$ cat src/dbgl2_pkg.sv
/*
 * Shared constants for the level-2 debug trigger block.
 * Assumes a 32-bit AXI4-Lite register bus and a single system clock.
 */
package dbgl2_pkg;
	localparam logic [7:0]  DBGL2_OFF_TRIG_DEF = 8'h00;
	localparam logic [7:0]  DBGL2_OFF_STATUS   = 8'h04;
	localparam logic [7:0]  DBGL2_OFF_MASK     = 8'h08;
	localparam logic [7:0]  DBGL2_OFF_LIVE     = 8'h0c;
	localparam logic [31:0] DBGL2_TRIG_DEF_RST = 32'h0000_0000;
	localparam int          DBGL2_RESP_HI      = 31;
	localparam int          DBGL2_RESP_LO      = 30;
	localparam int          DBGL2_L2_SEL_NOM   = 15;
	localparam logic [1:0]  DBGL2_RESP_SHOW    = 2'h0;
	localparam logic [1:0]  DBGL2_RESP_HALT    = 2'h1;
	localparam logic [1:0]  DBGL2_RESP_IRQ     = 2'h2;
	localparam logic [1:0]  DBGL2_RESP_RSVD    = 2'h3;
	localparam int          DBGL2_EV_SHOW      = 0;
	localparam int          DBGL2_EV_HALT      = 1;
	localparam int          DBGL2_EV_IRQ       = 2;
	localparam int          DBGL2_EV_RSVD      = 3;
	localparam int          DBGL2_NEV          = 4;
	localparam logic [1:0]  DBGL2_RESP_OKAY    = 2'h0;
	localparam logic [1:0]  DBGL2_RESP_SLVERR  = 2'h2;
endpackage : dbgl2_pkg

$ cat src/dbgl2_trigger.sv
/*
 * Level-2 trigger combination and response selection, AXI4-Lite slave.
 * Assumes comparator results arrive from another domain; resetn is async.
 */
// The register offsets and the AXI4-Lite interface to the registers were chosen for this implementation.
// What this block does
// Nominal logic-select bit 15 is ignored.
// Bit 31 selects logic and response.
// Bit 31 zero: all three conditions ANDed.
// Bit 31 one: PC or (range and data).
// Top bits pick show, halt or interrupt.
// Reserved code 11 is accepted and only flagged in status bit 3.
// Evaluate each clock; respond on rising trigger.
`timescale 1ns/1ps
module dbgl2_trigger (
	input  wire logic        clk_sys,
	input  wire logic        resetn,
	input  wire logic [7:0]  s_axi_awaddr,
	input  wire logic        s_axi_awvalid,
	output logic             s_axi_awready,
	input  wire logic [31:0] s_axi_wdata,
	input  wire logic [3:0]  s_axi_wstrb,
	input  wire logic        s_axi_wvalid,
	output logic             s_axi_wready,
	output logic [1:0]       s_axi_bresp,
	output logic             s_axi_bvalid,
	input  wire logic        s_axi_bready,
	input  wire logic [7:0]  s_axi_araddr,
	input  wire logic        s_axi_arvalid,
	output logic             s_axi_arready,
	output logic [31:0]      s_axi_rdata,
	output logic [1:0]       s_axi_rresp,
	output logic             s_axi_rvalid,
	input  wire logic        s_axi_rready,
	input  wire logic        program_counter_match,
	input  wire logic        address_range_match,
	input  wire logic        data_condition_match,
	output logic             debug_data_pins_show,
	output logic             halt_request,
	output logic             debug_irq_pulse,
	output logic             irq
);
	logic [2:0]  cond_s;
	logic [31:0] trig_def_reg, trig_def_next;
	logic [3:0]  status_reg, status_next;
	logic [3:0]  mask_reg, mask_next;
	logic        level2_reg, level2_next;
	logic        show_reg, show_next;
	logic        halt_reg, halt_next;
	logic        dirq_reg, dirq_next;
	logic        aw_reg, aw_next;
	logic        w_reg, w_next;
	logic [7:0]  awaddr_reg, awaddr_next;
	logic [31:0] wdata_reg, wdata_next;
	logic [3:0]  wstrb_reg, wstrb_next;
	logic        bvalid_reg, bvalid_next;
	logic [1:0]  bresp_reg, bresp_next;
	logic        rvalid_reg, rvalid_next;
	logic [31:0] rdata_reg, rdata_next;
	logic [1:0]  rresp_reg, rresp_next;
	logic        level2_now;
	logic        sel_or;
	logic [1:0]  resp_code;
	logic        do_write, do_read;
	logic [3:0]  ev;

	dbgl2_sync #(.W(3)) u_sync (
		.clk_sys (clk_sys),
		.resetn  (resetn),
		.d       ({data_condition_match, address_range_match,
		            program_counter_match}),
		.q       (cond_s)
	);

	assign s_axi_awready = !aw_reg && !bvalid_reg;
	assign s_axi_wready  = !w_reg && !bvalid_reg;
	assign s_axi_arready = !rvalid_reg;
	assign do_write = aw_reg && w_reg && !bvalid_reg;
	assign do_read  = s_axi_arvalid && !rvalid_reg;

	always_comb begin
		// Shared select bit.
		sel_or    = trig_def_reg[dbgl2_pkg::DBGL2_RESP_HI];
		resp_code = trig_def_reg[dbgl2_pkg::DBGL2_RESP_HI:
		                         dbgl2_pkg::DBGL2_RESP_LO];
		// Bit 15 never read here.
		// AND of all conditions.
		// PC or range-and-data.
		level2_now = sel_or ? (cond_s[0] | (cond_s[1] & cond_s[2]))
		                    : (cond_s[0] & cond_s[1] & cond_s[2]);
		level2_next = level2_now;
		show_next = 1'b0;
		halt_next = halt_reg;
		dirq_next = 1'b0;
		ev = 4'h0;
		// Respond on rising edge.
		if (level2_now && !level2_reg) begin
			// Response decode.
			unique case (resp_code)
				dbgl2_pkg::DBGL2_RESP_SHOW: begin
					show_next = 1'b1;
					ev[dbgl2_pkg::DBGL2_EV_SHOW] = 1'b1;
				end
				dbgl2_pkg::DBGL2_RESP_HALT: begin
					halt_next = 1'b1;
					ev[dbgl2_pkg::DBGL2_EV_HALT] = 1'b1;
				end
				dbgl2_pkg::DBGL2_RESP_IRQ: begin
					dirq_next = 1'b1;
					ev[dbgl2_pkg::DBGL2_EV_IRQ] = 1'b1;
				end
				dbgl2_pkg::DBGL2_RESP_RSVD: begin
					// Reserved code flagged only.
					ev[dbgl2_pkg::DBGL2_EV_RSVD] = 1'b1;
				end
			endcase
		end
		// Halt holds until software changes the response code.
		if (resp_code != dbgl2_pkg::DBGL2_RESP_HALT) begin
			halt_next = 1'b0;
		end
	end

	always_comb begin
		aw_next = aw_reg;
		w_next = w_reg;
		awaddr_next = awaddr_reg;
		wdata_next = wdata_reg;
		wstrb_next = wstrb_reg;
		bvalid_next = bvalid_reg;
		bresp_next = bresp_reg;
		rvalid_next = rvalid_reg;
		rdata_next = rdata_reg;
		rresp_next = rresp_reg;
		trig_def_next = trig_def_reg;
		mask_next = mask_reg;
		status_next = status_reg;
		if (s_axi_awvalid && s_axi_awready) begin
			aw_next = 1'b1;
			awaddr_next = s_axi_awaddr;
		end
		if (s_axi_wvalid && s_axi_wready) begin
			w_next = 1'b1;
			wdata_next = s_axi_wdata;
			wstrb_next = s_axi_wstrb;
		end
		if (do_write) begin
			aw_next = 1'b0;
			w_next = 1'b0;
			bvalid_next = 1'b1;
			bresp_next = dbgl2_pkg::DBGL2_RESP_OKAY;
			unique case (awaddr_reg[7:2])
				dbgl2_pkg::DBGL2_OFF_TRIG_DEF[7:2]: begin
					for (int b = 0; b < 4; b++) begin
						if (wstrb_reg[b]) begin
							trig_def_next[b*8 +: 8] = wdata_reg[b*8 +: 8];
						end
					end
				end
				dbgl2_pkg::DBGL2_OFF_MASK[7:2]: begin
					if (wstrb_reg[0]) begin
						mask_next = wdata_reg[3:0];
					end
				end
				dbgl2_pkg::DBGL2_OFF_STATUS[7:2],
				dbgl2_pkg::DBGL2_OFF_LIVE[7:2]: begin
				end
				default: begin
					bresp_next = dbgl2_pkg::DBGL2_RESP_SLVERR;
				end
			endcase
		end
		if (bvalid_reg && s_axi_bready) begin
			bvalid_next = 1'b0;
		end
		if (do_read) begin
			rvalid_next = 1'b1;
			rresp_next = dbgl2_pkg::DBGL2_RESP_OKAY;
			rdata_next = 32'h0000_0000;
			unique case (s_axi_araddr[7:2])
				dbgl2_pkg::DBGL2_OFF_TRIG_DEF[7:2]: begin
					rdata_next = trig_def_reg;
				end
				dbgl2_pkg::DBGL2_OFF_STATUS[7:2]: begin
					rdata_next[3:0] = status_reg;
					status_next = 4'h0;
				end
				dbgl2_pkg::DBGL2_OFF_MASK[7:2]: begin
					rdata_next[3:0] = mask_reg;
				end
				dbgl2_pkg::DBGL2_OFF_LIVE[7:2]: begin
					rdata_next[2:0] = {halt_reg, cond_s[1], level2_reg};
				end
				default: begin
					rresp_next = dbgl2_pkg::DBGL2_RESP_SLVERR;
				end
			endcase
		end
		// New events win over a read clear in the same cycle.
		status_next = status_next | ev;
		if (rvalid_reg && s_axi_rready) begin
			rvalid_next = 1'b0;
		end
	end

	always_ff @(posedge clk_sys or negedge resetn) begin
		if (!resetn) begin
			trig_def_reg <= dbgl2_pkg::DBGL2_TRIG_DEF_RST;
			status_reg <= 4'h0;
			mask_reg <= 4'h0;
			level2_reg <= 1'b0;
			show_reg <= 1'b0;
			halt_reg <= 1'b0;
			dirq_reg <= 1'b0;
			aw_reg <= 1'b0;
			w_reg <= 1'b0;
			awaddr_reg <= 8'h00;
			wdata_reg <= 32'h0000_0000;
			wstrb_reg <= 4'h0;
			bvalid_reg <= 1'b0;
			bresp_reg <= 2'h0;
			rvalid_reg <= 1'b0;
			rdata_reg <= 32'h0000_0000;
			rresp_reg <= 2'h0;
		end else begin
			trig_def_reg <= trig_def_next;
			status_reg <= status_next;
			mask_reg <= mask_next;
			level2_reg <= level2_next;
			show_reg <= show_next;
			halt_reg <= halt_next;
			dirq_reg <= dirq_next;
			aw_reg <= aw_next;
			w_reg <= w_next;
			awaddr_reg <= awaddr_next;
			wdata_reg <= wdata_next;
			wstrb_reg <= wstrb_next;
			bvalid_reg <= bvalid_next;
			bresp_reg <= bresp_next;
			rvalid_reg <= rvalid_next;
			rdata_reg <= rdata_next;
			rresp_reg <= rresp_next;
		end
	end

	assign s_axi_bvalid = bvalid_reg;
	assign s_axi_bresp = bresp_reg;
	assign s_axi_rvalid = rvalid_reg;
	assign s_axi_rdata = rdata_reg;
	assign s_axi_rresp = rresp_reg;
	assign debug_data_pins_show = show_reg;
	assign halt_request = halt_reg;
	assign debug_irq_pulse = dirq_reg;
	assign irq = |(status_reg & mask_reg);
endmodule : dbgl2_trigger

$ cat src/dbgl2_sync.sv
/*
 * Three-stage synchroniser with agreement of the last two stages.
 * Assumes the input is asynchronous to clk_sys.
 */
`timescale 1ns/1ps
module dbgl2_sync #(
	parameter int W = 3
) (
	input  wire logic         clk_sys,
	input  wire logic         resetn,
	input  wire logic [W-1:0] d,
	output logic      [W-1:0] q
);
	logic [W-1:0] s1_reg;
	logic [W-1:0] s2_reg;
	logic [W-1:0] s3_reg;
	logic [W-1:0] q_reg;
	logic [W-1:0] q_next;

	always_comb begin
		q_next = q_reg;
		for (int i = 0; i < W; i++) begin
			if (s2_reg[i] == s3_reg[i]) begin
				q_next[i] = s3_reg[i];
			end
		end
	end

	always_ff @(posedge clk_sys or negedge resetn) begin
		if (!resetn) begin
			s1_reg <= '0;
			s2_reg <= '0;
			s3_reg <= '0;
			q_reg  <= '0;
		end else begin
			s1_reg <= d;
			s2_reg <= s1_reg;
			s3_reg <= s2_reg;
			q_reg  <= q_next;
		end
	end

	assign q = q_reg;
endmodule : dbgl2_sync

$ cat config.mk
export PLATFORM = sky130hd
export DESIGN_NAME = dbgl2_trigger
export DESIGN_NICKNAME = d
export VERILOG_FILES = /design/src/dbgl2_pkg.sv /design/src/dbgl2_trigger.sv /design/src/dbgl2_sync.sv
export SDC_FILE = /design/constraint.sdc
export NUM_CORES = 1
export LEC_CHECK = 0
export BUFFER_PORTS_ARGS = -buffer_cell sky130_fd_sc_hd__buf_4
export CAP_MARGIN = 40
export CELL_PAD_IN_SITES_DETAIL_PLACEMENT = 1
export CELL_PAD_IN_SITES_GLOBAL_PLACEMENT = 1
export CORE_UTILIZATION = 48
export DETAILED_ROUTE_END_ITERATION = 16
export PLACE_DENSITY_LB_ADDON = 0.1
export SETUP_SLACK_MARGIN = 0.1
export SYNTH_ARGS = -nofsm -noshare
export SYNTH_HDL_FRONTEND = slang
export SYNTH_SLANG_ARGS = --single-unit
$ cat constraint.sdc
create_clock -name clk_sys -period 4 [get_ports clk_sys]
set_input_delay 0.8 -clock clk_sys [delete_from_list [all_inputs] [get_ports clk_sys]]
set_output_delay 0.8 -clock clk_sys [all_outputs]
set_load 0.01 [all_outputs]
---- After elaboration in Yosys (flattened, before gate mapping) ----
Cells that the tools add are included.
operators by class
  mux-type cells .......................... 26
  equal/unequal tests ..................... 13
  reduce and logical (&&, ||, !) cells .... 33
  bitwise logic cells ..................... 6
operator list
  operator            count
  $mux 28             1
  $eq 6x2->1 const B  4
  $mux 1              18
  $reduce_and 3->1    5
  $eq 6x1->1 const B  2
  $logic_not 6->1     2
  $mux 4              3
  $pmux 3 s4          1
  $reduce_bool 2->1   6
  $reduce_or 4->1     3
  $logic_and 1x1->1   10
  $logic_not 1->1     5
  $and 4x4->4         1
  $eq 2x2->1 const B  2
  $mux 2              2
  $or 4x4->4          1
  $and 1x1->1         3
  $eq 1x1->1          3
  $pmux 1 s3          1
  $eq 2x1->1 const B  1
  $logic_not 2->1     1
  $ne 2x1->1 const B  1
  $reduce_and 2->1    1
  $or 1x1->1          1
word-level totals
  logic and storage cells ................. 104
  bits of input ports ..................... 62
  output and inout bits ................... 45
  flip-flop bits (word level) ............. 140

---- Longest topological paths before layout ----
  word-level depth ........................ 6
  depth in mapped cells ................... 5
  gate-level depth less buffers ........... 3

---- By module ----
Synthesis repeated with hierarchy kept, for this count alone.
unflattened totals
  cells, all modules ...................... 382
  area total of the unflattened synthesis .. 5242.5 um2
by module, submodules not included
  module         times used  cells each  area an instance (um2)
  dbgl2_trigger  1           367         4908.5
  dbgl2_sync     1           15          334.1

---- Worst setup path before layout ----
No wires, ideal clock.
  kind .................................... in2reg
  from .................................... in s_axi_araddr[5]
  to ...................................... reg rdata_reg[22], in the netlist s_axi_rdata[22]
  setup time .............................. 0.074 ns
  cell stages on the path ................. 5
  data required time ...................... 3.926 ns
  path slack .............................. 1.887 ns
  data arrival time ....................... 2.039 ns
  path buffers ............................ 2
  cells stage by stage .................... or4_4 -> or3_1 -> buf_6 -> buf_12 -> o21ai_2
on the way
  cells in the longest elaborated chain, start to end .. 2
ends and longest elaborated chain
  item                  RTL line              source
  from (decl)           dbgl2_trigger.sv:28   input wire logic [7:0] s_axi_araddr,
  $logic_not 6->1       dbgl2_trigger.sv:180  unique case (s_axi_araddr[7:2])
  $mux 28               dbgl2_trigger.sv:180
  to (signal assigned)  dbgl2_trigger.sv:241  rdata_reg <= rdata_next;
  to (decl)             dbgl2_trigger.sv:59   logic [31:0] rdata_reg, rdata_next;
No other way between the ends.
A chain may end at the register's enable or synchronous reset.

---- Worst setup path in the final report ----
  from .................................... reg status_reg[2]
  to ...................................... out irq
on the way
  cells in the longest elaborated chain, start to end .. 2
ends and longest elaborated chain
  item                    RTL line              source
  from (decl)             dbgl2_trigger.sv:45   logic [3:0] status_reg, status_next;
  from (signal assigned)  dbgl2_trigger.sv:227  status_reg <= status_next;
  $and 4x4->4             dbgl2_trigger.sv:254  assign irq = |(status_reg & mask_reg);
  $reduce_or 4->1         dbgl2_trigger.sv:254
  to (decl)               dbgl2_trigger.sv:41   output logic irq
No other way between the ends.

==> summary.md <==
| Metric | Value |
|---|---|
| Clock Sinks | `136` |
| Critical R2R Launch | `awaddr_reg[5]$_DFFE_PN0P_` |
| WL met1 | `5110 um` |
| Post-synthesis sequential area ratio | `0.640` |
| Hold Slack | `314 ps` |
| #FFs+latches synth | `136` |
| Netlist cell types | `36` |
| Slew Limit Fails | `0` |
| Die area | `0.0115 mm^2` |
| Synth top area share | `0.640` |
| PortBufs | `100` |
| Final setup violation count | `0` |
| Critical path cell sequence | `a22oi_1 -> nand2_1 -> buf_4` |
| Commonest non-fill, non-tap cell in the layout | `dfrtp_1` |
| TritonCTS Buffers | `17` |
| Setup Fix Bufs, Post-CTS | `0` |
| PwrDens | `662 mW/mm^2` |
| Core area | `0.0108 mm^2` |
| Starting Density | `0.491` |
| Hpwl dp | `7930 um` |
| Final GP Congestion | `0.738` |
| WP data arrival | `1350 ps` |
| WS Path Type | `register to output pin` |
| Total gr overflow | `0` |
| Run status | `finished, final reports clean` |
| Leak | `3.22 nW` |
| Final nets | `549` |
| RSZ-0062 raised after global routing | `false` |
| Highest-count cells in the layout ignoring fill and taps | `136 x dfrtp_1, 105 x buf_4, 78 x mux2_2` |
| DRT antenna net count | `0` |
| Crit path max fanout | `3` |
| FMAX | `464 MHz` |
| Cells after Synth | `379` |
| Syn. warnings | `0` |
| CP endpoint kind | `output pin` |
| Synth Cell Area | `0.00532 mm^2` |
| Post-DR wirelength/cell | `18.7 um` |
| Clock Tree Buf Depth | `2` |
| Area Overhead vs Synth | `27.2%` |
| Worst-case clock skew | `8.79 ps` |
| Gr usage total | `0.234` |
| Vias in the first global route | `3711` |
| Via count | `3378` |
| Worst endpoint required time | `3200 ps` |
| CTS H-tree lvls | `4` |
| Final Hold Vio Count | `0` |
| CP peak stage delay | `390 ps` |
| Die width | `107 um` |
| Share of layout cells above drive strength 1 | `0.495` |
| Mean post-synth cell area | `14.0 um^2` |
| Clk_lat worst skew | `530 ps` |
| Routed wl met3 | `472 um` |
| Metal2 WL | `6230 um` |
| Crit path from | `status_reg[2]$_DFF_PN0_` |
| First-pass GRT wire length | `19500 um` |
| Iter 0 DRT Violations | `166` |
| Post-synth ARST share | `1.00` |
| Initial antenna violation count | `0` |
| CTS root buf | `clkbuf_8` |
| Die H | `107 um` |
| PnR Total Power | `4.48 mW` |
| Clock transition at the registers of the reported paths | `60 ps` |
| CP max stage cell | `dfrtp_1` |
| Detailed Routing Iterations Pass 1 | `4` |
| Largest net degree at the start of global routing | `93` |
| IO Count | `107` |
| CTS tree | `yes` |
| Post-synth EDFFs | `0` |
| Largest area contributor in the netlist | `dfrtp_1` |
| Top routing layer used | `met4` |
| Worst min-delay path class | `primary input to async pin` |
| Worst VDD drop | `446 uV` |
| Setup_tns | `0 ps` |
| Residual DRC | `0` |
| Slew HR | `0.433` |
| CP Launch Type | `register` |
| Worst-Margin Slew | `851 ps` |
| Max cap viols | `0` |
| # hold bufs at CTS | `0` |
| Diode count | `0` |
| DR vias/cell | `5.29` |
| CTS resizes | `0` |
| WL final | `11900 um` |
| Final Cycle Share | `0.538` |
| Minimum clock period | `2150 ps` |
| Top cells by area, synth | `dfrtp_1 64%, mux2_2 17%, nand2_1 4.0%, o21ai_2 3.3%, mux4_2 1.3%` |
| Primary FF master, synth | `dfrtp_1` |
| # rows | `38` |
[critical path, delay by kind of cell, from the launching register on]
kind	cells	cell delay (ps)
simple gates	1	90
flops	1	390
compound gates	1	200
buf+inv	1	150
[cell type report]
cell class | instances | area [um^2]
Clock buffer | 25 | 514
Clock inverter | 6 | 62.6
Fill cell | 1070 | 4080
Inverter | 3 | 11.3
Multi-Input combinational cell | 223 | 1800
Sequential cell | 136 | 3400
Tap cell | 140 | 175
Timing Repair Buffer | 106 | 800
[logic make-up after synthesis]
logic type | count (synthesis) | share of synthesized area
AO/OA/AOI/OAI | 47 | 0.0661
adder cells (fa/ha/maj) | 3 | 0.00565
buffers and inverters | 21 | 0.0245
flip-flops | 136 | 0.640
multiplexers | 82 | 0.180
other | 1 | 0.000705
AND/OR/NAND/NOR | 89 | 0.0835
[stage by stage]
stage	utilization	cells	setup slack (ps)	cell area, um^2
floorplan	-	380	1890	5320
global placement	0.571	608	1360	6190
detailed placement	0.571	608	1300	6190
CTS	0.624	639	1800	6760
global route	0.624	639	1750	6760
finish	0.624	639	1850	6760
[Yosys cell counts (3+ instances only)]
cell      number
inv_1          3
mux2_2        78
clkbuf_1      10
a21oi_1        4
nand2_1       57
nor2_1        10
a21o_1         3
a22o_1         5
maj3_1         3
o21ai_2       20
nor2b_1        3
o21ai_0       10
nand4_2        4
a22oi_1        3
mux4_2         3
dfrtp_1      136
buf_2          3
[power by group]
group / switching (mW) / internal, mW / total, mW
Sequential: 0.296 / 1.81 / 2.11
Clock: 0.562 / 0.935 / 1.50
Combinational: 0.358 / 0.516 / 0.875
[worst paths after layout]
check                                                     to  slack, ps  depth (start not counted)
min in group clk_sys              u_sync.s2_reg[2]$_DFF_PN0_        350                          0
worst min register to register    u_sync.s2_reg[2]$_DFF_PN0_        350                          0
worst min-delay path              u_sync.s2_reg[1]$_DFF_PN0_        310                          1
worst max-delay path                                     irq       1850                          3
max in group asynchronous        trig_def_reg[5]$_DFFE_PN0P_       2760                          2
worst max register to register  trig_def_reg[19]$_DFFE_PN0P_       2080                          3
[metal layers]
layer / vias up / GRT usage
li1: 1529 / -
met1: 1765 / 0.279
met2: 75 / 0.398
met3: 9 / 0.0738
met4: 0 / 0.0881
met5: - / 0
(Power assumes the default switching activity.)
